`config.mk`:
```
export PLATFORM = sky130hd
export DESIGN_NAME = aise_top
export DESIGN_NICKNAME = d
export VERILOG_FILES = /design/src/rtl/aise_pkg.sv /design/src/rtl/aise_flag_if.sv /design/src/rtl/aise_flags.sv /design/src/rtl/aise_top.sv
export SDC_FILE = /design/constraint.sdc
export NUM_CORES = 1
export LEC_CHECK = 0
export BUFFER_PORTS_ARGS = -buffer_cell sky130_fd_sc_hd__buf_2
export CORE_MARGIN = 4
export CORE_UTILIZATION = 25
export CTS_CLUSTER_SIZE = 14
export DETAILED_ROUTE_END_ITERATION = 7
export PLACE_DENSITY = 0.6
export REMOVE_ABC_BUFFERS = 1
export SYNTH_ARGS = -nofsm -noshare
export SYNTH_HDL_FRONTEND = slang
export SYNTH_HIERARCHICAL = 1
export SYNTH_SLANG_ARGS = --single-unit
```
`constraint.sdc`:
```
create_clock -name clk_i -period 2.78 [get_ports clk_i]
set_input_delay 0.556 -clock clk_i [delete_from_list [all_inputs] [get_ports clk_i]]
set_output_delay 0.556 -clock clk_i [all_outputs]
set_load 0.005 [all_outputs]
```
`src/rtl/aise_pkg.sv`:
```
// Package with register map, field positions and reset values of the ADC interrupt block
package aise_pkg;
    // Register indices; byte address is four times the index
    localparam int IDX_W = 14;
    localparam logic [IDX_W-1:0] IDX_IRQ_ENABLE = 14'h050f;
    localparam logic [IDX_W-1:0] IDX_EVENT_FLAGS = 14'h0510;
    localparam logic [IDX_W-1:0] IDX_FLAG_MASK = 14'h0520;
    localparam logic [IDX_W-1:0] IDX_SELFTEST_STATUS = 14'h0521;

    localparam int REG_W = 8;

    // Enable register fields
    localparam int BIT_REF_LIMIT_IRQ_EN = 6;
    localparam int BIT_REF_LIMIT_SCALE1_IRQ_EN = 5;
    localparam int BIT_REF_LIMIT_SCALE2_IRQ_EN = 4;
    localparam int BIT_REF_LIMIT_SCALE3_IRQ_EN = 3;
    localparam int BIT_TEMP_SENSOR_ERROR_IRQ_EN = 1;
    localparam logic [REG_W-1:0] ENABLE_VALID = 8'h7a;
    localparam logic [REG_W-1:0] ENABLE_RST = 8'h00;

    // Event flag register fields
    localparam int BIT_CALIBRATION_COMPLETE = 7;
    localparam int BIT_INPUT_OUT_OF_RANGE = 6;
    localparam int BIT_TEMP_CAL_OUT_OF_DATE = 5;
    localparam int BIT_LOW_THRESHOLD = 3;
    localparam int BIT_HIGH_THRESHOLD = 2;
    localparam int BIT_REF_READY = 1;
    localparam int BIT_CONVERSION_DONE = 0;
    localparam logic [REG_W-1:0] FLAGS_VALID = 8'hef;
    localparam logic [REG_W-1:0] FLAGS_RST = 8'h00;
    localparam logic [REG_W-1:0] FLAG_MASK_RST = 8'h00;
endpackage

```
`src/rtl/aise_flag_if.sv`:
```
// Interface between the register front end and a sticky flag store
interface aise_flag_if #(parameter int W = 8);
    logic [W-1:0] set;
    logic rd_clr;
    logic [W-1:0] q;
    modport store (input set, input rd_clr, output q);
    modport user (output set, output rd_clr, input q);
endinterface

```
`src/rtl/aise_flags.sv`:
```
// Sticky read-clear flag store; a set in the clearing cycle wins
module aise_flags #(
    parameter int W = 8,
    parameter logic [W-1:0] VALID = '1,
    parameter logic [W-1:0] RST_VAL = '0
) (
    input wire logic clk_i,
    input wire logic rst_i,
    aise_flag_if.store f
);
    logic [W-1:0] q_r;
    logic [W-1:0] q_nxt;

    for (genvar i = 0; i < W; i++) begin : g_bit
        assign q_nxt[i] = VALID[i] & (f.set[i] | (q_r[i] & ~f.rd_clr));
    end

    always_ff @(posedge clk_i) begin
        if (rst_i) begin
            q_r <= RST_VAL;
        end else begin
            q_r <= q_nxt;
        end
    end

    assign f.q = q_r;
endmodule

```
`src/rtl/aise_top.sv`:
```
// ADC interrupt enable and event flag registers behind a classic Wishbone slave
//
// Local design decision: register access over Wishbone.

module aise_top (
    input wire logic clk_i,
    input wire logic rst_i,
    input wire logic wb_cyc_i,
    input wire logic wb_stb_i,
    input wire logic wb_we_i,
    input wire logic [aise_pkg::IDX_W+1:0] wb_adr_i,
    input wire logic [3:0] wb_sel_i,
    input wire logic [31:0] wb_dat_i,
    output logic [31:0] wb_dat_o,
    output logic wb_ack_o,
    output logic irq_o,
    input wire logic calibration_complete_i,
    input wire logic input_out_of_range_i,
    input wire logic temp_cal_out_of_date_i,
    input wire logic low_threshold_i,
    input wire logic high_threshold_i,
    input wire logic ref_ready_i,
    input wire logic conversion_done_i,
    input wire logic ref_limit_i,
    input wire logic ref_limit_scale1_i,
    input wire logic ref_limit_scale2_i,
    input wire logic ref_limit_scale3_i,
    input wire logic temp_sensor_error_i,
    output logic ref_limit_irq_en_o,
    output logic ref_limit_scale1_irq_en_o,
    output logic ref_limit_scale2_irq_en_o,
    output logic ref_limit_scale3_irq_en_o,
    output logic temp_sensor_error_irq_en_o
);
    localparam int RW = aise_pkg::REG_W;

    logic [RW-1:0] enable_r;
    logic [RW-1:0] enable_nxt;
    logic [RW-1:0] flag_mask_r;
    logic [RW-1:0] flag_mask_nxt;
    logic ack_r;
    logic [RW-1:0] rdata_r;
    logic irq_r;

    aise_flag_if #(.W(RW)) evt_if ();
    aise_flag_if #(.W(RW)) st_if ();

    // Bus decode
    wire [aise_pkg::IDX_W-1:0] idx = wb_adr_i[aise_pkg::IDX_W+1:2];
    wire req = wb_cyc_i & wb_stb_i & ~ack_r;
    wire wr_fire = req & wb_we_i & wb_sel_i[0];
    wire rd_fire = req & ~wb_we_i;
    wire hit_enable = idx == aise_pkg::IDX_IRQ_ENABLE;
    wire hit_flags = idx == aise_pkg::IDX_EVENT_FLAGS;
    wire hit_mask = idx == aise_pkg::IDX_FLAG_MASK;
    wire hit_status = idx == aise_pkg::IDX_SELFTEST_STATUS;
    wire wr_enable = wr_fire & hit_enable;
    wire wr_mask = wr_fire & hit_mask;
    wire rd_flags = rd_fire & hit_flags;
    wire rd_status = rd_fire & hit_status;

    // Read mux; unmapped addresses read zero
    wire [RW-1:0] rmux =
        hit_enable ? enable_r :
        hit_flags ? evt_if.q :
        hit_mask ? flag_mask_r :
        hit_status ? st_if.q :
        8'h00;

    // Reserved enable bits stay zero
    assign enable_nxt = wr_enable ? (wb_dat_i[RW-1:0] & aise_pkg::ENABLE_VALID) : enable_r;
    assign flag_mask_nxt = wr_mask ? (wb_dat_i[RW-1:0] & aise_pkg::FLAGS_VALID) : flag_mask_r;

    // Event flag sources
    assign evt_if.set[aise_pkg::BIT_CALIBRATION_COMPLETE] = calibration_complete_i;
    assign evt_if.set[aise_pkg::BIT_INPUT_OUT_OF_RANGE] = input_out_of_range_i;
    assign evt_if.set[aise_pkg::BIT_TEMP_CAL_OUT_OF_DATE] = temp_cal_out_of_date_i;
    assign evt_if.set[4] = 1'b0;
    assign evt_if.set[aise_pkg::BIT_LOW_THRESHOLD] = low_threshold_i;
    assign evt_if.set[aise_pkg::BIT_HIGH_THRESHOLD] = high_threshold_i;
    assign evt_if.set[aise_pkg::BIT_REF_READY] = ref_ready_i;
    assign evt_if.set[aise_pkg::BIT_CONVERSION_DONE] = conversion_done_i;
    assign evt_if.rd_clr = rd_flags;

    // Self-test status, same layout as the enable register
    assign st_if.set[7] = 1'b0;
    assign st_if.set[aise_pkg::BIT_REF_LIMIT_IRQ_EN] = ref_limit_i;
    assign st_if.set[aise_pkg::BIT_REF_LIMIT_SCALE1_IRQ_EN] = ref_limit_scale1_i;
    assign st_if.set[aise_pkg::BIT_REF_LIMIT_SCALE2_IRQ_EN] = ref_limit_scale2_i;
    assign st_if.set[aise_pkg::BIT_REF_LIMIT_SCALE3_IRQ_EN] = ref_limit_scale3_i;
    assign st_if.set[2] = 1'b0;
    assign st_if.set[aise_pkg::BIT_TEMP_SENSOR_ERROR_IRQ_EN] = temp_sensor_error_i;
    assign st_if.set[0] = 1'b0;
    assign st_if.rd_clr = rd_status;

    aise_flags #(
        .W(RW),
        .VALID(aise_pkg::FLAGS_VALID),
        .RST_VAL(aise_pkg::FLAGS_RST)
    ) u_event_flags (
        .clk_i(clk_i),
        .rst_i(rst_i),
        .f(evt_if.store)
    );

    aise_flags #(
        .W(RW),
        .VALID(aise_pkg::ENABLE_VALID),
        .RST_VAL(aise_pkg::FLAGS_RST)
    ) u_selftest_status (
        .clk_i(clk_i),
        .rst_i(rst_i),
        .f(st_if.store)
    );

    // Enabled self-test sources and unmasked event flags
    wire st_pending = |(st_if.q & enable_r);
    wire evt_pending = |(evt_if.q & flag_mask_r);

    always_ff @(posedge clk_i) begin
        if (rst_i) begin
            enable_r <= aise_pkg::ENABLE_RST;
            flag_mask_r <= aise_pkg::FLAG_MASK_RST;
        end else begin
            enable_r <= enable_nxt;
            flag_mask_r <= flag_mask_nxt;
        end
    end

    // One-cycle acknowledge, data captured with it
    always_ff @(posedge clk_i) begin
        if (rst_i) begin
            ack_r <= 1'b0;
            rdata_r <= 8'h00;
        end else begin
            ack_r <= req;
            rdata_r <= rd_fire ? rmux : 8'h00;
        end
    end

    always_ff @(posedge clk_i) begin
        if (rst_i) begin
            irq_r <= 1'b0;
        end else begin
            irq_r <= st_pending | evt_pending;
        end
    end

    assign wb_ack_o = ack_r;
    assign wb_dat_o = {24'h000000, rdata_r};
    assign irq_o = irq_r;
    assign ref_limit_irq_en_o = enable_r[aise_pkg::BIT_REF_LIMIT_IRQ_EN];
    assign ref_limit_scale1_irq_en_o = enable_r[aise_pkg::BIT_REF_LIMIT_SCALE1_IRQ_EN];
    assign ref_limit_scale2_irq_en_o = enable_r[aise_pkg::BIT_REF_LIMIT_SCALE2_IRQ_EN];
    assign ref_limit_scale3_irq_en_o = enable_r[aise_pkg::BIT_REF_LIMIT_SCALE3_IRQ_EN];
    assign temp_sensor_error_irq_en_o = enable_r[aise_pkg::BIT_TEMP_SENSOR_ERROR_IRQ_EN];

    // Checks
    a_enable_write: assert property (
        @(posedge clk_i) disable iff (rst_i)
        wr_enable |=> (enable_r == ($past(wb_dat_i[RW-1:0]) & aise_pkg::ENABLE_VALID))
    ) else $error("enable register did not take written value");

    a_enable_hold: assert property (
        @(posedge clk_i) disable iff (rst_i)
        !wr_enable |=> $stable(enable_r)
    ) else $error("enable register changed without a write");

    a_lo_flag_set: assert property (
        @(posedge clk_i) disable iff (rst_i)
        low_threshold_i |=> evt_if.q[aise_pkg::BIT_LOW_THRESHOLD]
    ) else $error("low threshold event not flagged");

    a_lo_flag_clear: assert property (
        @(posedge clk_i) disable iff (rst_i)
        (rd_flags && !low_threshold_i) |=> !evt_if.q[aise_pkg::BIT_LOW_THRESHOLD]
    ) else $error("low threshold flag not cleared by read");

    a_hi_flag_cycle: assert property (
        @(posedge clk_i) disable iff (rst_i)
        high_threshold_i ##1 (rd_flags && !high_threshold_i)
        |=> (rdata_r[aise_pkg::BIT_HIGH_THRESHOLD] && !evt_if.q[aise_pkg::BIT_HIGH_THRESHOLD])
    ) else $error("high threshold flag not read as set then cleared");

    a_ready_flag: assert property (
        @(posedge clk_i) disable iff (rst_i)
        ref_ready_i ##1 (!ref_ready_i && !rd_flags)[*2]
        |-> evt_if.q[aise_pkg::BIT_REF_READY]
    ) else $error("ready flag lost before a read");

    a_done_flag: assert property (
        @(posedge clk_i) disable iff (rst_i)
        (rd_flags && !conversion_done_i) ##1 (!conversion_done_i)[*3]
        |-> !evt_if.q[aise_pkg::BIT_CONVERSION_DONE]
    ) else $error("conversion done flag reappeared without an event");

    a_range_flag: assert property (
        @(posedge clk_i) disable iff (rst_i)
        $rose(evt_if.q[aise_pkg::BIT_INPUT_OUT_OF_RANGE]) |-> $past(input_out_of_range_i)
    ) else $error("out of range flag rose without cause");

    a_ood_flag: assert property (
        @(posedge clk_i) disable iff (rst_i)
        (temp_cal_out_of_date_i && rd_flags) |=> evt_if.q[aise_pkg::BIT_TEMP_CAL_OUT_OF_DATE]
    ) else $error("calibration stale event lost during read");

    a_flag_readback: assert property (
        @(posedge clk_i) disable iff (rst_i)
        rd_flags |=> (wb_ack_o && wb_dat_o[RW-1:0] == $past(evt_if.q))
    ) else $error("flag read did not return stored flags");

    a_flag_reserved: assert property (
        @(posedge clk_i) disable iff (rst_i)
        wr_fire && hit_flags |=> ((evt_if.q & ~$past(evt_if.q | evt_if.set)) == 8'h00)
    ) else $error("write changed read-only flags");

    a_irq_follow: assert property (
        @(posedge clk_i) disable iff (rst_i)
        (st_pending || evt_pending) |=> irq_o
    ) else $error("interrupt not raised for pending source");

    a_ack_single: assert property (
        @(posedge clk_i) disable iff (rst_i)
        wb_ack_o |=> !wb_ack_o
    ) else $error("acknowledge held longer than one cycle");

    a_mask_write: assert property (
        @(posedge clk_i) disable iff (rst_i)
        wr_mask |=> (flag_mask_r == ($past(wb_dat_i[RW-1:0]) & aise_pkg::FLAGS_VALID))
    ) else $error("mask register did not take written value");

    a_mask_hold: assert property (
        @(posedge clk_i) disable iff (rst_i)
        !wr_mask |=> $stable(flag_mask_r)
    ) else $error("mask register changed without a write");

    a_enable_spare: assert property (
        @(posedge clk_i) disable iff (rst_i)
        (enable_r & ~aise_pkg::ENABLE_VALID) == 8'h00
    ) else $error("reserved enable bit set");

    a_flag_spare: assert property (
        @(posedge clk_i) disable iff (rst_i)
        (evt_if.q & ~aise_pkg::FLAGS_VALID) == 8'h00
    ) else $error("reserved flag bit set");

    a_cal_flag_set: assert property (
        @(posedge clk_i) disable iff (rst_i)
        calibration_complete_i |=> evt_if.q[aise_pkg::BIT_CALIBRATION_COMPLETE]
    ) else $error("calibration complete event not flagged");

    a_range_flag_set: assert property (
        @(posedge clk_i) disable iff (rst_i)
        input_out_of_range_i |=> evt_if.q[aise_pkg::BIT_INPUT_OUT_OF_RANGE]
    ) else $error("out of range event not flagged");

    a_ood_flag_set: assert property (
        @(posedge clk_i) disable iff (rst_i)
        temp_cal_out_of_date_i |=> evt_if.q[aise_pkg::BIT_TEMP_CAL_OUT_OF_DATE]
    ) else $error("calibration stale event not flagged");

    a_hi_flag_set: assert property (
        @(posedge clk_i) disable iff (rst_i)
        high_threshold_i |=> evt_if.q[aise_pkg::BIT_HIGH_THRESHOLD]
    ) else $error("high threshold event not flagged");

    a_ready_flag_set: assert property (
        @(posedge clk_i) disable iff (rst_i)
        ref_ready_i |=> evt_if.q[aise_pkg::BIT_REF_READY]
    ) else $error("ready event not flagged");

    a_done_flag_set: assert property (
        @(posedge clk_i) disable iff (rst_i)
        conversion_done_i |=> evt_if.q[aise_pkg::BIT_CONVERSION_DONE]
    ) else $error("conversion done event not flagged");

    a_hi_flag_clear: assert property (
        @(posedge clk_i) disable iff (rst_i)
        (rd_flags && !high_threshold_i) |=> !evt_if.q[aise_pkg::BIT_HIGH_THRESHOLD]
    ) else $error("high threshold flag not cleared by read");

    a_ready_flag_clear: assert property (
        @(posedge clk_i) disable iff (rst_i)
        (rd_flags && !ref_ready_i) |=> !evt_if.q[aise_pkg::BIT_REF_READY]
    ) else $error("ready flag not cleared by read");

    a_done_flag_clear: assert property (
        @(posedge clk_i) disable iff (rst_i)
        (rd_flags && !conversion_done_i) |=> !evt_if.q[aise_pkg::BIT_CONVERSION_DONE]
    ) else $error("conversion done flag not cleared by read");

    a_ood_flag_clear: assert property (
        @(posedge clk_i) disable iff (rst_i)
        (rd_flags && !temp_cal_out_of_date_i) |=> !evt_if.q[aise_pkg::BIT_TEMP_CAL_OUT_OF_DATE]
    ) else $error("calibration stale flag not cleared by read");

    a_flag_sticky: assert property (
        @(posedge clk_i) disable iff (rst_i)
        !rd_flags |=> ((evt_if.q & $past(evt_if.q)) == $past(evt_if.q))
    ) else $error("flag dropped without a read");

    a_flag_cause: assert property (
        @(posedge clk_i) disable iff (rst_i)
        1'b1 |=> ((evt_if.q & ~$past(evt_if.q) & ~$past(evt_if.set)) == 8'h00)
    ) else $error("flag rose without its event");

    a_status_set: assert property (
        @(posedge clk_i) disable iff (rst_i)
        (st_if.set != 8'h00) |=> ((st_if.q & $past(st_if.set)) == ($past(st_if.set) & aise_pkg::ENABLE_VALID))
    ) else $error("self-test event not recorded");

    a_status_clear: assert property (
        @(posedge clk_i) disable iff (rst_i)
        (rd_status && st_if.set == 8'h00) |=> (st_if.q == 8'h00)
    ) else $error("self-test status not cleared by read");

    a_status_readonly: assert property (
        @(posedge clk_i) disable iff (rst_i)
        (wr_fire && hit_status) |=> ((st_if.q & ~$past(st_if.q | st_if.set)) == 8'h00)
    ) else $error("write changed self-test status");

    a_irq_quiet: assert property (
        @(posedge clk_i) disable iff (rst_i)
        !(st_pending || evt_pending) |=> !irq_o
    ) else $error("interrupt raised with nothing pending");

    a_ack_after_req: assert property (
        @(posedge clk_i) disable iff (rst_i)
        req |=> wb_ack_o
    ) else $error("request not acknowledged in the next cycle");

    a_ack_needs_req: assert property (
        @(posedge clk_i) disable iff (rst_i)
        !req |=> !wb_ack_o
    ) else $error("acknowledge without a request");

    a_enable_read: assert property (
        @(posedge clk_i) disable iff (rst_i)
        (rd_fire && hit_enable) |=> (wb_dat_o[RW-1:0] == $past(enable_r))
    ) else $error("enable read did not return stored value");

    a_mask_read: assert property (
        @(posedge clk_i) disable iff (rst_i)
        (rd_fire && hit_mask) |=> (wb_dat_o[RW-1:0] == $past(flag_mask_r))
    ) else $error("mask read did not return stored value");

    a_unmapped_read: assert property (
        @(posedge clk_i) disable iff (rst_i)
        (rd_fire && !(hit_enable || hit_flags || hit_mask || hit_status)) |=> (wb_dat_o == 32'h00000000)
    ) else $error("unmapped read returned nonzero data");
endmodule

```
==> results of run 1 <==
[per-stage QoR]
step	total power, uW	setup slack, ps	hold WS [ps]	util [%]	instance area [sq um]
6_report	1060	857	499	30.8	2230
5_1_grt	1120	652	491	30.8	2230
4_1_cts	1070	852	488	30.8	2230
3_5_place_dp	625	545	484	29.3	2130
3_3_place_gp	623	578	481	29.3	2130
2_1_floorplan	571	840	457	-	1730
[registers in the layout (all words and copies together), names as in the netlist]
name,flops
rdata_r,8
flag_mask_r,7
u_event_flags/f.q,7
enable_r,5
u_selftest_status/f.q,5
irq_o,1
wb_ack_o,1
[cells in the mapped netlist]
master	n
nand2_1	7
a31oi_1	2
o21ai_0	3
or2_2	2
nand4_4	1
nor4_4	1
nor3b_2	1
a21oi_1	20
nor4_1	2
a2bb2oi_1	4
nor3b_1	2
mux2i_1	12
dfxtp_1	34
clkbuf_1	3
nand4bb_1	1
a2111oi_0	1
nor4b_4	1
and3b_1	1
nor3_1	1
a22o_1	3
nand2b_1	36
nor2_1	9
o32ai_1	4
or4_1	1
nand3b_1	1
o211a_1	3
buf_4	28
inv_1	16
nand4b_1	1
nand4_1	1
buf_2	2
nor2b_1	3
a221oi_1	3
conb_1	3
[final cells by class]
cell class	count	area, sq um
fillers	795	5020
multi-input cells	155	992
flip-flops and latches	34	681
repair buffers	54	270
well taps	99	124
clock buffers	7	76.3
inverters	16	60.1
clock inverters	1	30.0
[worst max-delay path: stages]
cell,delay (ps)
buf_2,250
nand2b_1,100
nor4_1,370
nor3b_2,620
mux2i_1,250
[kinds of logic (layout without fill, tap and decap cells)]
family          after synthesis  count (layout)
buf+inv                      49              78
mux                          12              12
flops                        34              34
other cells                   3              28
simple gates                 72              72
compound gates               43              43
[where the power goes]
group / internal [uW] / switching, uW
Sequential: 500 / 11.9
Clock: 268 / 175
Combinational: 45.8 / 57.4
[layout by cell type, fill, tap and decap left out, drive strengths merged, types with 7 or more instances in the layout]
master / netlist / layout
nand2: 7 / 7
conb: 3 / 28
nor2: 9 / 9
a21oi: 20 / 20
clkbuf: 3 / 7
mux2i: 12 / 12
buf: 30 / 54
nand2b: 36 / 36
dfxtp: 34 / 34
inv: 16 / 16
[metal layers]
layer | part of all wire [%] | GRT usage (%) | vias up
met5 | 0 | 0 | -
met4 | 1.3 | 3.97 | 0
met3 | 10 | 3.82 | 7
met2 | 43 | 16.4 | 79
met1 | 46 | 14.5 | 717
li1 | - | - | 778
[final timing paths]
check | endpoint | depth (start not counted) | slack (ps)
max | enable_r[6] | 5 | 860
min | u_event_flags/f.q[0] | 2 | 500
max reg2reg | flag_mask_r[3] | 4 | 1050
min reg2reg | u_event_flags/f.q[0] | 2 | 500
==> summary.txt, run 1 <==
Worst setup path
  – Crit. End Element: flop
  – CP max FO: 12
  – Worst EP required: about 3000 ps
  – Crit path launch: wb_adr_i[2]
  – WP data arrival: between 2000 and 2500 ps
  – Kind of start point of the critical path: input pin
  – R2r startpoint: wb_ack_o
  – Setup Crit Path Kind: input pin to flop

Detailed routing
  – Mean routed wirelength per cell: about 13 um
  – Starting DRT DRC Count: between 90 and 100
  – Via count: between 1,500 and 2,000
  – DRC: 0
  – ANT nets after route: 0
  – DRT Pass-1 Iters: 4
  – Routed WL: 4720 um
  – Number of vias per cell: ~4.3

Finish
  – Final cell count without fillers: ~370
  – Ant. Diodes: 0
  – Synthesis-to-layout area growth: 19.4%
  – Layout cells sized above 1: around a quarter
  – Final #Nets: roughly 340

STA
  – Relative slew slack: 57.6%
  – Highest Clock Rate: ~520 MHz
  – RSZ-0062 raised after global routing: false
  – Layout Skew: approximately 8.5 ps
  – Fin crit period: 1920 ps
  – Final slew viol count: 0
  – Worst Max-Slew Pin Slew: 633 ps
  – Final Hold Fails: 0
  – Setup violators final: 0
  – Setup TNS: 0 ps
  – Final Cycle Share: 69.2%

Logic synthesis
  – Main combinational cell family by area after synthesis: simple AND/OR/NAND/NOR gates
  – Seq/Total Area, Yosys: a little over a third
  – YS warnings: 6
  – Simple-Gate Fraction of Synth Area: between 20% and 30%
  – Adder-cell share of the synthesized area: 0%
  – Post-synthesis register bit count: 34
  – Largest cells by area after synthesis: dfxtp_1 (36%), nand2b_1 (12%), buf_4 (11%)
  – Post-synthesis cell area: roughly 1900 sq um
  – Syn avg cell area: a little under 9 sq um
  – Mux cell area share after synthesis: under 10%
  – Cells after synthesis: around 210
  – Compound-Gate Fraction of Synth Area: around 15%
  – Yosys cell types: 34
  – Top cell type's share of synthesized area: 36.4%
  – Post-synthesis xor/xnor area fraction: 0%
  – Cell taking the most area after synthesis: dfxtp_1

Place
  – DP Cell Count: between 300 and 400
  – IO buf count: between 50 and 60
  – Hpwl dp: about 3700 um
  – Routability-driven placement congestion ratio: 0.841

Floorplanning
  – Chip width: around 95 um
  – Num rows: 31
  – Die Footprint: approximately 9000 sq um
  – Initial Util: between 20% and 30%
  – Die H: 94.5 um
  – Core Box Area: between 7000 and 8000 sq um
  – Ports: 108

CTS
  – Root Driver: clkbuf_8
  – CTS tree: built
  – Number of CTS-inserted buffers: 5
  – Latest clock arrival within the worst-skew pair: between 200 and 300 ps
  – CTS sink cnt: 34
  – H-tree depth: 2
  – Setup bufs post-CTS: 0
  – PostCTS Resize Cnt: 0
  – Reg clk slew, reported paths: approximately 70 ps
  – Longest Clk Path Bufs: 2
  – Hold-fix buffers, CTS: 0

Global routing
  – Vias in the first global route: approximately 1,500
  – Grt total ovfl: 0
  – Antenna violations before repair: 0
  – GRT Resource Usage Total: roughly 11%
  – Largest net degree at the start of global routing: 37
  – First-pass GRT wire length: around 7500 um

Power and ir drop
  – Peak supply drop: between 0.00015 and 0.0002 V
  – PwrDens: about 470 nW/um^2
  – Static Leakage: roughly 0.001 uW

Hold path
  – Worst hold path type: flop to flop
  – Hold Crit Start: u_event_flags/f.q[0]

Run status
  – Status: complete, no violations

Job
  – Maxcap violations: 0
Power figures use the tool's default switching activity.
==> run 2: changes to the inputs <==
==> constraint.sdc (replaced) <==
create_clock -name clk_i -period 1.96 [get_ports clk_i]
set_input_delay 0.392 -clock clk_i [delete_from_list [all_inputs] [get_ports clk_i]]
set_output_delay 0.392 -clock clk_i [all_outputs]
set_load 0.005 [all_outputs]
==> run 2 against run 1 <==
  * Total power up 45%
  * Clock-buffer cell count down 1
  * Worst hold slack worse by 180 ps
  * Cell count up 2.7%
  * Worst setup slack worse by 620 ps
  * Wire length up 0.32%
  * Sequential cell count unchanged
  * Sequential power up 42%
  * Combinational power up 48%
  * Via count up 2.0%
  * Sequential share of layout area down 1.2 points
  * Largest cell class unchanged
  * Largest power group unchanged
==> summary.txt, run 2 (synthesis gave the netlist of run 1 again) <==
Worst setup path
  – Worst reg2reg path depth: 4 (unchanged)
  – Worst R2R End: flag_mask_r[1] (was flag_mask_r[3])
  – Worst path slowest cell: or4_1 (was nor3b_2)
  – Worst R2R Setup Slack: 230 ps (was 1050 ps)
  – Critical-path cell list: nand3b_1, or2_2, or4_1, mux2i_1 (was buf_2, nand2b_1, nor4_1, nor3b_2, mux2i_1)
  – R2r startpoint: wb_ack_o (unchanged)
  – CP max FO: 3 (was 12)
  – Setup Crit Path Kind: flop to flop (was input pin to flop)
  – Crit. End Element: flop (unchanged)
  – Slowest stage delay, CP: 600 ps (was 620 ps)
  – Kind of start point of the critical path: flop (was input pin)
  – Worst EP required: 2130 ps (was 3000 ps)
  – WP data arrival: 1900 ps (was 2140 ps)

Finish
  – Layout cells sized above 1: 28.2% (was 24.7%)
  – Ant. Diodes: 0 (unchanged)
  – Final cell count without fillers: 376 (was 366)
  – Filler Cells Inserted: 770 (was 795)
  – Max FFs per register: 8 (unchanged)
  – Synthesis-to-layout area growth: 24.1% (was 19.4%)
  – Largest Register: rdata_r (unchanged)
  – Commonest non-fill, non-tap cell in the layout: buf_2 (unchanged)
  – Commonest non-fill, non-tap cells in the layout: buf_2 (54), nand2b_1 (36), dfxtp_1 (34), conb_1 (28), a21oi_1 (20) (unchanged)
  – Final #Nets: 346 (was 335)

CTS
  – Hold-fix buffers, CTS: 0 (unchanged)
  – Setup bufs post-CTS: 0 (unchanged)
  – CTS sink cnt: 34 (unchanged)
  – Reg clk slew, reported paths: 70 ps (about the same)
  – Root Driver: clkbuf_8 (unchanged)
  – Number of CTS-inserted buffers: 5 (unchanged)
  – H-tree depth: 2 (unchanged)
  – PostCTS Resize Cnt: 0 (unchanged)
  – CTS tree: built (unchanged)
  – Longest Clk Path Bufs: 2 (unchanged)
  – Latest clock arrival within the worst-skew pair: 290 ps (about the same)

Power and ir drop
  – Clock share of power: 42.8% (was 41.9%)
  – Cell-internal power: 1190 uW (was 814 uW)
  – Tot Pwr: 1530 uW (was 1060 uW)
  – Static Leakage: 0.00107 uW (was 0.00101 uW)
  – NetSw: 347 uW (was 244 uW)
  – Reg power frac: 47.3% (was 48.4%)
  – Sw frac: 22.6% (was 23.1%)
  – PwrDens: 661 nW/um^2 (was 474 nW/um^2)
  – Comb power frac: 9.9% (was 9.7%)
  – Peak supply drop: 0.000329 V (was 0.000200 V)

Floorplanning
  – Die Footprint: 8930 sq um (unchanged)
  – Initial Util: 25.8% (unchanged)
  – Chip width: 94.5 um (unchanged)
  – Num rows: 31 (unchanged)
  – Die H: 94.5 um (unchanged)
  – Ports: 108 (unchanged)
  – Core Box Area: 7250 sq um (unchanged)

Detailed routing
  – Via count: 1,612 (was 1,581)
  – DRT Pass-1 Iters: 4 (unchanged)
  – DRC: 0 (unchanged)
  – ANT nets after route: 0 (unchanged)
  – Starting DRT DRC Count: 102 (was 97)
  – Mean routed wirelength per cell: 12.6 um (was 12.9 um)
  – Number of vias per cell: 4.29 (was 4.32)
  – Routed WL: 4730 um (was 4720 um)

Hold path
  – Worst hold path type: input pin to flop (was flop to flop)
  – Worst hold path depth: 3 (was 2)
  – Hold EP: u_event_flags/f.q[6] (was u_event_flags/f.q[0])
  – Hold Crit Start: input_out_of_range_i (was u_event_flags/f.q[0])

STA
  – Setup TNS: 0 ps (unchanged)
  – Highest Clock Rate: 580 MHz
  – Final WS setup: 235 ps (was 857 ps)
  – Layout Skew: 6.02 ps (was 8.51 ps)
  – Fin crit period: about 1700 ps
  – Final slew viol count: 0 (unchanged)
  – Hold slack: 323 ps (was 499 ps)
  – RSZ-0062 raised after global routing: false (unchanged)
  – Final Cycle Share: around nine tenths
  – Final Hold Fails: 0 (unchanged)
  – Setup violators final: 0 (unchanged)

Global routing
  – Antenna violations before repair: 0 (unchanged)
  – Largest net degree at the start of global routing: 27 (was 37)
  – First-pass GRT wire length: 7510 um (was 7460 um)
  – GRT Resource Usage Total: 11.1% (was 11.0%)
  – Vias in the first global route: 1,533 (was 1,538)
  – Grt total ovfl: 0 (unchanged)

Job
  – Maxcap violations: 0 (unchanged)

Place
  – Routability-driven placement congestion ratio: 0.826 (was 0.841)
  – Place WS: 23.2 ps (was 545 ps)
  – DP Cell Count: 369 (was 358)
  – IO buf count: 54 (unchanged)
  – Hpwl dp: 3800 um (was 3710 um)

Run status
  – Status: complete, no violations (unchanged)
## run 2: changes by cell type in the layout (fill, tap and decap cells not counted)
cell / previous run / this run
buf_4: 0 / 11
clkbuf_1: 2 / 0
clkbuf_8: 5 / 6
## run 2: worst max-delay path, delay by kind of cell, from the launching register on
family	cells	cell delay, ps
flops	1	310
mux	1	170
simple gates	3	1130
## run 2: power by group through the flow
stage | clock, uW | sequential, uW | combinational, uW
global route | 707 | 729 | 175
floorplan | 0 | 735 | 75.1
detailed placement | 0 | 741 | 152
global placement | 0 | 741 | 149
CTS | 678 | 726 | 152
finish | 657 | 725 | 152
## run 2: worst max-delay path by stage
| stage | slack, ps | startpoint | to |
|---|---|---|---|
| 6_report | 230 | wb_ack_o | flag_mask_r[1] |
| 5_1_grt | 150 | wb_ack_o | flag_mask_r[1] |
| 4_1_cts | 230 | wb_ack_o | flag_mask_r[1] |
| 3_5_place_dp | 20 | wb_adr_i[11] | rdata_r[1] |
| 3_3_place_gp | 20 | wb_adr_i[11] | flag_mask_r[1] |
| 2_1_floorplan | 180 | wb_adr_i[11] | flag_mask_r[1] |
## run 2: routing by layer
layer / vias up / routed length, um / share of wire [%] / global-route usage, %
met2: 64 / 2060 / 44 / 16.7
met3: 8 / 435 / 9.2 / 3.98
li1: 794 / - / - / -
met4: 0 / 69 / 1.5 / 3.97
met1: 746 / 2160 / 46 / 14.5
met5: - / 0 / 0 / 0
## run 2: area by class of cell
class                   instances  area (sq um)  share of cell area, %
well taps                      99           124                   5.33
repair buffers                 65           353                   15.2
inverters                      16          60.1                   2.59
clock inverters                 1          30.0                   1.29
clock buffers                   6          82.6                   3.56
flip-flops and latches         34           681                   29.3
multi-input cells             155           992                   42.7
## run 2: metrics by stage
step	util (%)	area, sq um
2_1_floorplan	-	1730
6_report	32.0	2320
3_3_place_gp	30.5	2210
3_5_place_dp	30.5	2210
5_1_grt	32.0	2320
4_1_cts	32.0	2320
==> run 3: changes to the inputs <==
--- a/config.mk
+++ b/config.mk
@@ -5,12 +5,14 @@
 export SDC_FILE = /design/constraint.sdc
 export NUM_CORES = 1
 export LEC_CHECK = 0
+export ABC_AREA = 1
 export BUFFER_PORTS_ARGS = -buffer_cell sky130_fd_sc_hd__buf_2
 export CORE_MARGIN = 4
 export CORE_UTILIZATION = 25
+export CTS_BUF_LIST = sky130_fd_sc_hd__clkbuf_8
 export CTS_CLUSTER_SIZE = 14
 export DETAILED_ROUTE_END_ITERATION = 7
-export PLACE_DENSITY = 0.6
+export PLACE_DENSITY = 0.59
 export REMOVE_ABC_BUFFERS = 1
 export SYNTH_ARGS = -nofsm -noshare
 export SYNTH_HDL_FRONTEND = slang
==> run 3 against run 2 <==
  * Final area fell by 2.9%
  * Core utilization fell by 1.3 points
  * Global-route usage fell by 0.86 points
  * Sequential share of layout area rose by 0.88 points
  * Clock skew barely moved
  * Total power fell by 11%
  * Cell count rose by 11%
  * Register-to-register slack improved by 440 ps
  * Largest power group unchanged
  * Largest cell class unchanged
  * First-iteration DRC count fell by 20%
  * Synthesized cell count rose by 23%
  * Worst hold slack improved by 8.9 ps
  * Sequential power barely moved
==> summary.txt, run 3 <==
STA
  – Fin crit period: 1440 ps (was 1730 ps)
  – Final Hold Fails: 0 (unchanged)
  – Layout Skew: 6.28 ps (was 6.02 ps)
  – Setup violators final: 0 (unchanged)
  – Setup TNS: 0 ps (unchanged)
  – Hold slack: 332 ps (was 323 ps)
  – Final Cycle Share: 73.6% (was 88.0%)
  – Highest Clock Rate: 693 MHz (was 580 MHz)
  – Final WS setup: 517 ps (was 235 ps)
  – RSZ-0062 raised after global routing: false (unchanged)
  – Final slew viol count: 0 (unchanged)

Logic synthesis
  – Post-synth EDFFs: 0 (unchanged)
  – Cell taking the most area after synthesis: dfxtp_1 (unchanged)
  – Largest cells by area after synthesis: dfxtp_1 (36%), buf_4 (11%), nand2_1 (9.2%) (was dfxtp_1 (36%), nand2b_1 (12%), buf_4 (11%))
  – Most numerous cell in the Yosys netlist: nand2_1 (was nand2b_1)
  – Seq/Total Area, Yosys: 35.7% (was 36.4%)
  – Yosys cell types: 28 (was 34)
  – Post-synthesis cell area: 1910 sq um (was 1870 sq um)
  – Synth cell count leaders: nand2_1 (47), dfxtp_1 (34), inv_1 (30) (was nand2b_1 (36), dfxtp_1 (34), buf_4 (28))
  – Async SR Flop Fraction: 0% (unchanged)
  – Top cell type's share of synthesized area: 35.7% (was 36.4%)
  – Syn avg cell area: 7.26 sq um (was 8.78 sq um)
  – Predominant post-synthesis flop cell: dfxtp_1 (unchanged)
  – Cells after synthesis: 263 (was 213)
  – YS warnings: 6 (unchanged)
  – Post-synthesis register bit count: 34 (unchanged)

Floorplanning
  – Die Footprint: 9090 sq um (was 8930 sq um)
  – Core Box Area: 7330 sq um (was 7250 sq um)
  – Die H: 95.4 um (was 94.5 um)
  – Chip width: 95.4 um (was 94.5 um)
  – Ports: 108 (unchanged)
  – Num rows: 31 (unchanged)
  – Initial Util: 26.0% (was 25.8%)

Finish
  – Largest Register: rdata_r (unchanged)
  – Layout cells sized above 1: 28.4% (was 28.2%)
  – Seq. cell area: 681 sq um (unchanged)
  – Final cell count without fillers: 419 (was 376)
  – Final #Nets: 388 (was 346)
  – Ant. Diodes: 0 (unchanged)
  – Max FFs per register: 8 (unchanged)
  – Multi-input gate area: 942 sq um (was 992 sq um)
  – Commonest non-fill, non-tap cell in the layout: buf_2 (unchanged)
  – Commonest non-fill, non-tap cells in the layout: buf_2 (54), nand2_1 (47), dfxtp_1 (34), inv_1 (31), conb_1 (28) (was buf_2 (54), nand2b_1 (36), dfxtp_1 (34), conb_1 (28), a21oi_1 (20))
  – Filler Cells Inserted: 832 (was 770)
  – Synthesis-to-layout area growth: 18.2% (was 24.1%)

Place
  – Hpwl dp: 3770 um (was 3800 um)
  – DP Cell Count: 411 (was 369)
  – Routability-driven placement congestion ratio: 0.781 (was 0.826)
  – Place WS: 214 ps (was 23.2 ps)
  – IO buf count: 54 (unchanged)

CTS
  – Hold-fix buffers, CTS: 0 (unchanged)
  – Latest clock arrival within the worst-skew pair: 280 ps (was 290 ps)
  – H-tree depth: 2 (unchanged)
  – PostCTS Resize Cnt: 0 (unchanged)
  – Setup bufs post-CTS: 0 (unchanged)
  – CTS sink cnt: 34 (unchanged)
  – Root Driver: clkbuf_8 (unchanged)
  – Number of CTS-inserted buffers: 5 (unchanged)
  – Reg clk slew, reported paths: 70 ps (about the same)
  – Longest Clk Path Bufs: 2 (unchanged)
  – CTS tree: built (unchanged)

Global routing
  – Antenna violations before repair: 0 (unchanged)
  – Grt total ovfl: 0 (unchanged)
  – GRT Resource Usage Total: 10.2% (was 11.1%)
  – Largest net degree at the start of global routing: 14 (was 27)
  – Vias in the first global route: 1,611 (was 1,533)
  – First-pass GRT wire length: 7200 um (was 7510 um)

Detailed routing
  – DRT Pass-1 Iters: 4 (unchanged)
  – Starting DRT DRC Count: 82 (was 102)
  – DRC: 0 (unchanged)
  – Routed WL: 4580 um (was 4730 um)
  – Number of vias per cell: 4.04 (was 4.29)
  – Via count: 1,693 (was 1,612)
  – ANT nets after route: 0 (unchanged)
  – Mean routed wirelength per cell: 10.9 um (was 12.6 um)

Hold path
  – Worst hold path type: input pin to flop (unchanged)

Worst setup path
  – Worst path slowest cell: and2_2 (was or4_1)
  – Worst EP required: 2130 ps (about the same)
  – CP max FO: 5 (was 3)
  – WP data arrival: 1620 ps (was 1900 ps)
  – Critical-path cell list: buf_2, nor2_2, nand2_2, nor2_2, and2_2, inv_2, nor2_1, inv_2, nand2_1, a21oi_1 (was nand3b_1, or2_2, or4_1, mux2i_1)
  – Kind of start point of the critical path: input pin (was flop)
  – CP bufs+invs: 3 (was 0)
  – Slowest stage delay, CP: 240 ps (was 600 ps)
  – Crit. End Element: flop (unchanged)
  – CP top delay family: simple AND/OR/NAND/NOR gates (unchanged)
  – Setup Crit Path Kind: input pin to flop (was flop to flop)

Power and ir drop
  – Peak supply drop: 0.000212 V (was 0.000329 V)
  – Static Leakage: 0.00121 uW (was 0.00107 uW)
  – PwrDens: 607 nW/um^2 (was 661 nW/um^2)
  – Tot Pwr: 1370 uW (was 1530 uW)

Job
  – Maxcap violations: 0 (unchanged)

Run status
  – Status: complete, no violations (unchanged)
[run 3: report_power, final]
group | internal [uW] | switching [uW] | total (uW)
Combinational | 50.3 | 70.8 | 121
Clock | 278 | 243 | 521
Sequential | 709 | 15.8 | 725
[run 3: path summary, 6_finish.rpt]
| kind | slack [ps] | endpoint | startpoint | depth (start not counted) |
|---|---|---|---|---|
| worst max register to register | 670 | enable_r[6] | wb_ack_o | 6 |
| worst max-delay path | 520 | u_selftest_status/f.q[6] | wb_adr_i[9] | 10 |
| worst min register to register | 470 | wb_ack_o | wb_ack_o | 1 |
| worst min-delay path | 330 | u_event_flags/f.q[6] | rst_i | 2 |
[run 3: per-stage QoR]
step           util [%]  area, sq um
5_1_grt            30.8         2250
2_1_floorplan         -         1750
6_report           30.8         2250
4_1_cts            30.8         2250
3_5_place_dp       29.5         2160
3_3_place_gp       29.5         2160
[run 3: layout make-up]
cell class              count  area share [%]
multi-input cells         187            41.8
flip-flops and latches     34            30.2
repair buffers             56            12.7
inverters                  35            5.83
well taps                  99            5.49
clock buffers               6            3.66
clock inverters             2           0.388
[run 3: routing by layer]
metal  GRT usage, %  wire, um  part of all wire (%)  up-vias
met5              0         0                     0        -
met4           3.25        29                  0.63        0
met3           2.76       382                   8.3        4
met2           16.6      2030                    44       66
met1           13.1      2130                    47      732
li1               -         -                     -      891
[run 3: cells by family (layout without fill, tap and decap cells)]
family / after synthesis / count (layout) / synth area share [%]
AOI/OAI and AO/OA: 44 / 44 / 12.3
buffers and inverters: 67 / 99 / 19.9
DFF: 34 / 34 / 35.7
other: 3 / 28 / 0.590
and+or+nand+nor: 115 / 115 / 31.5
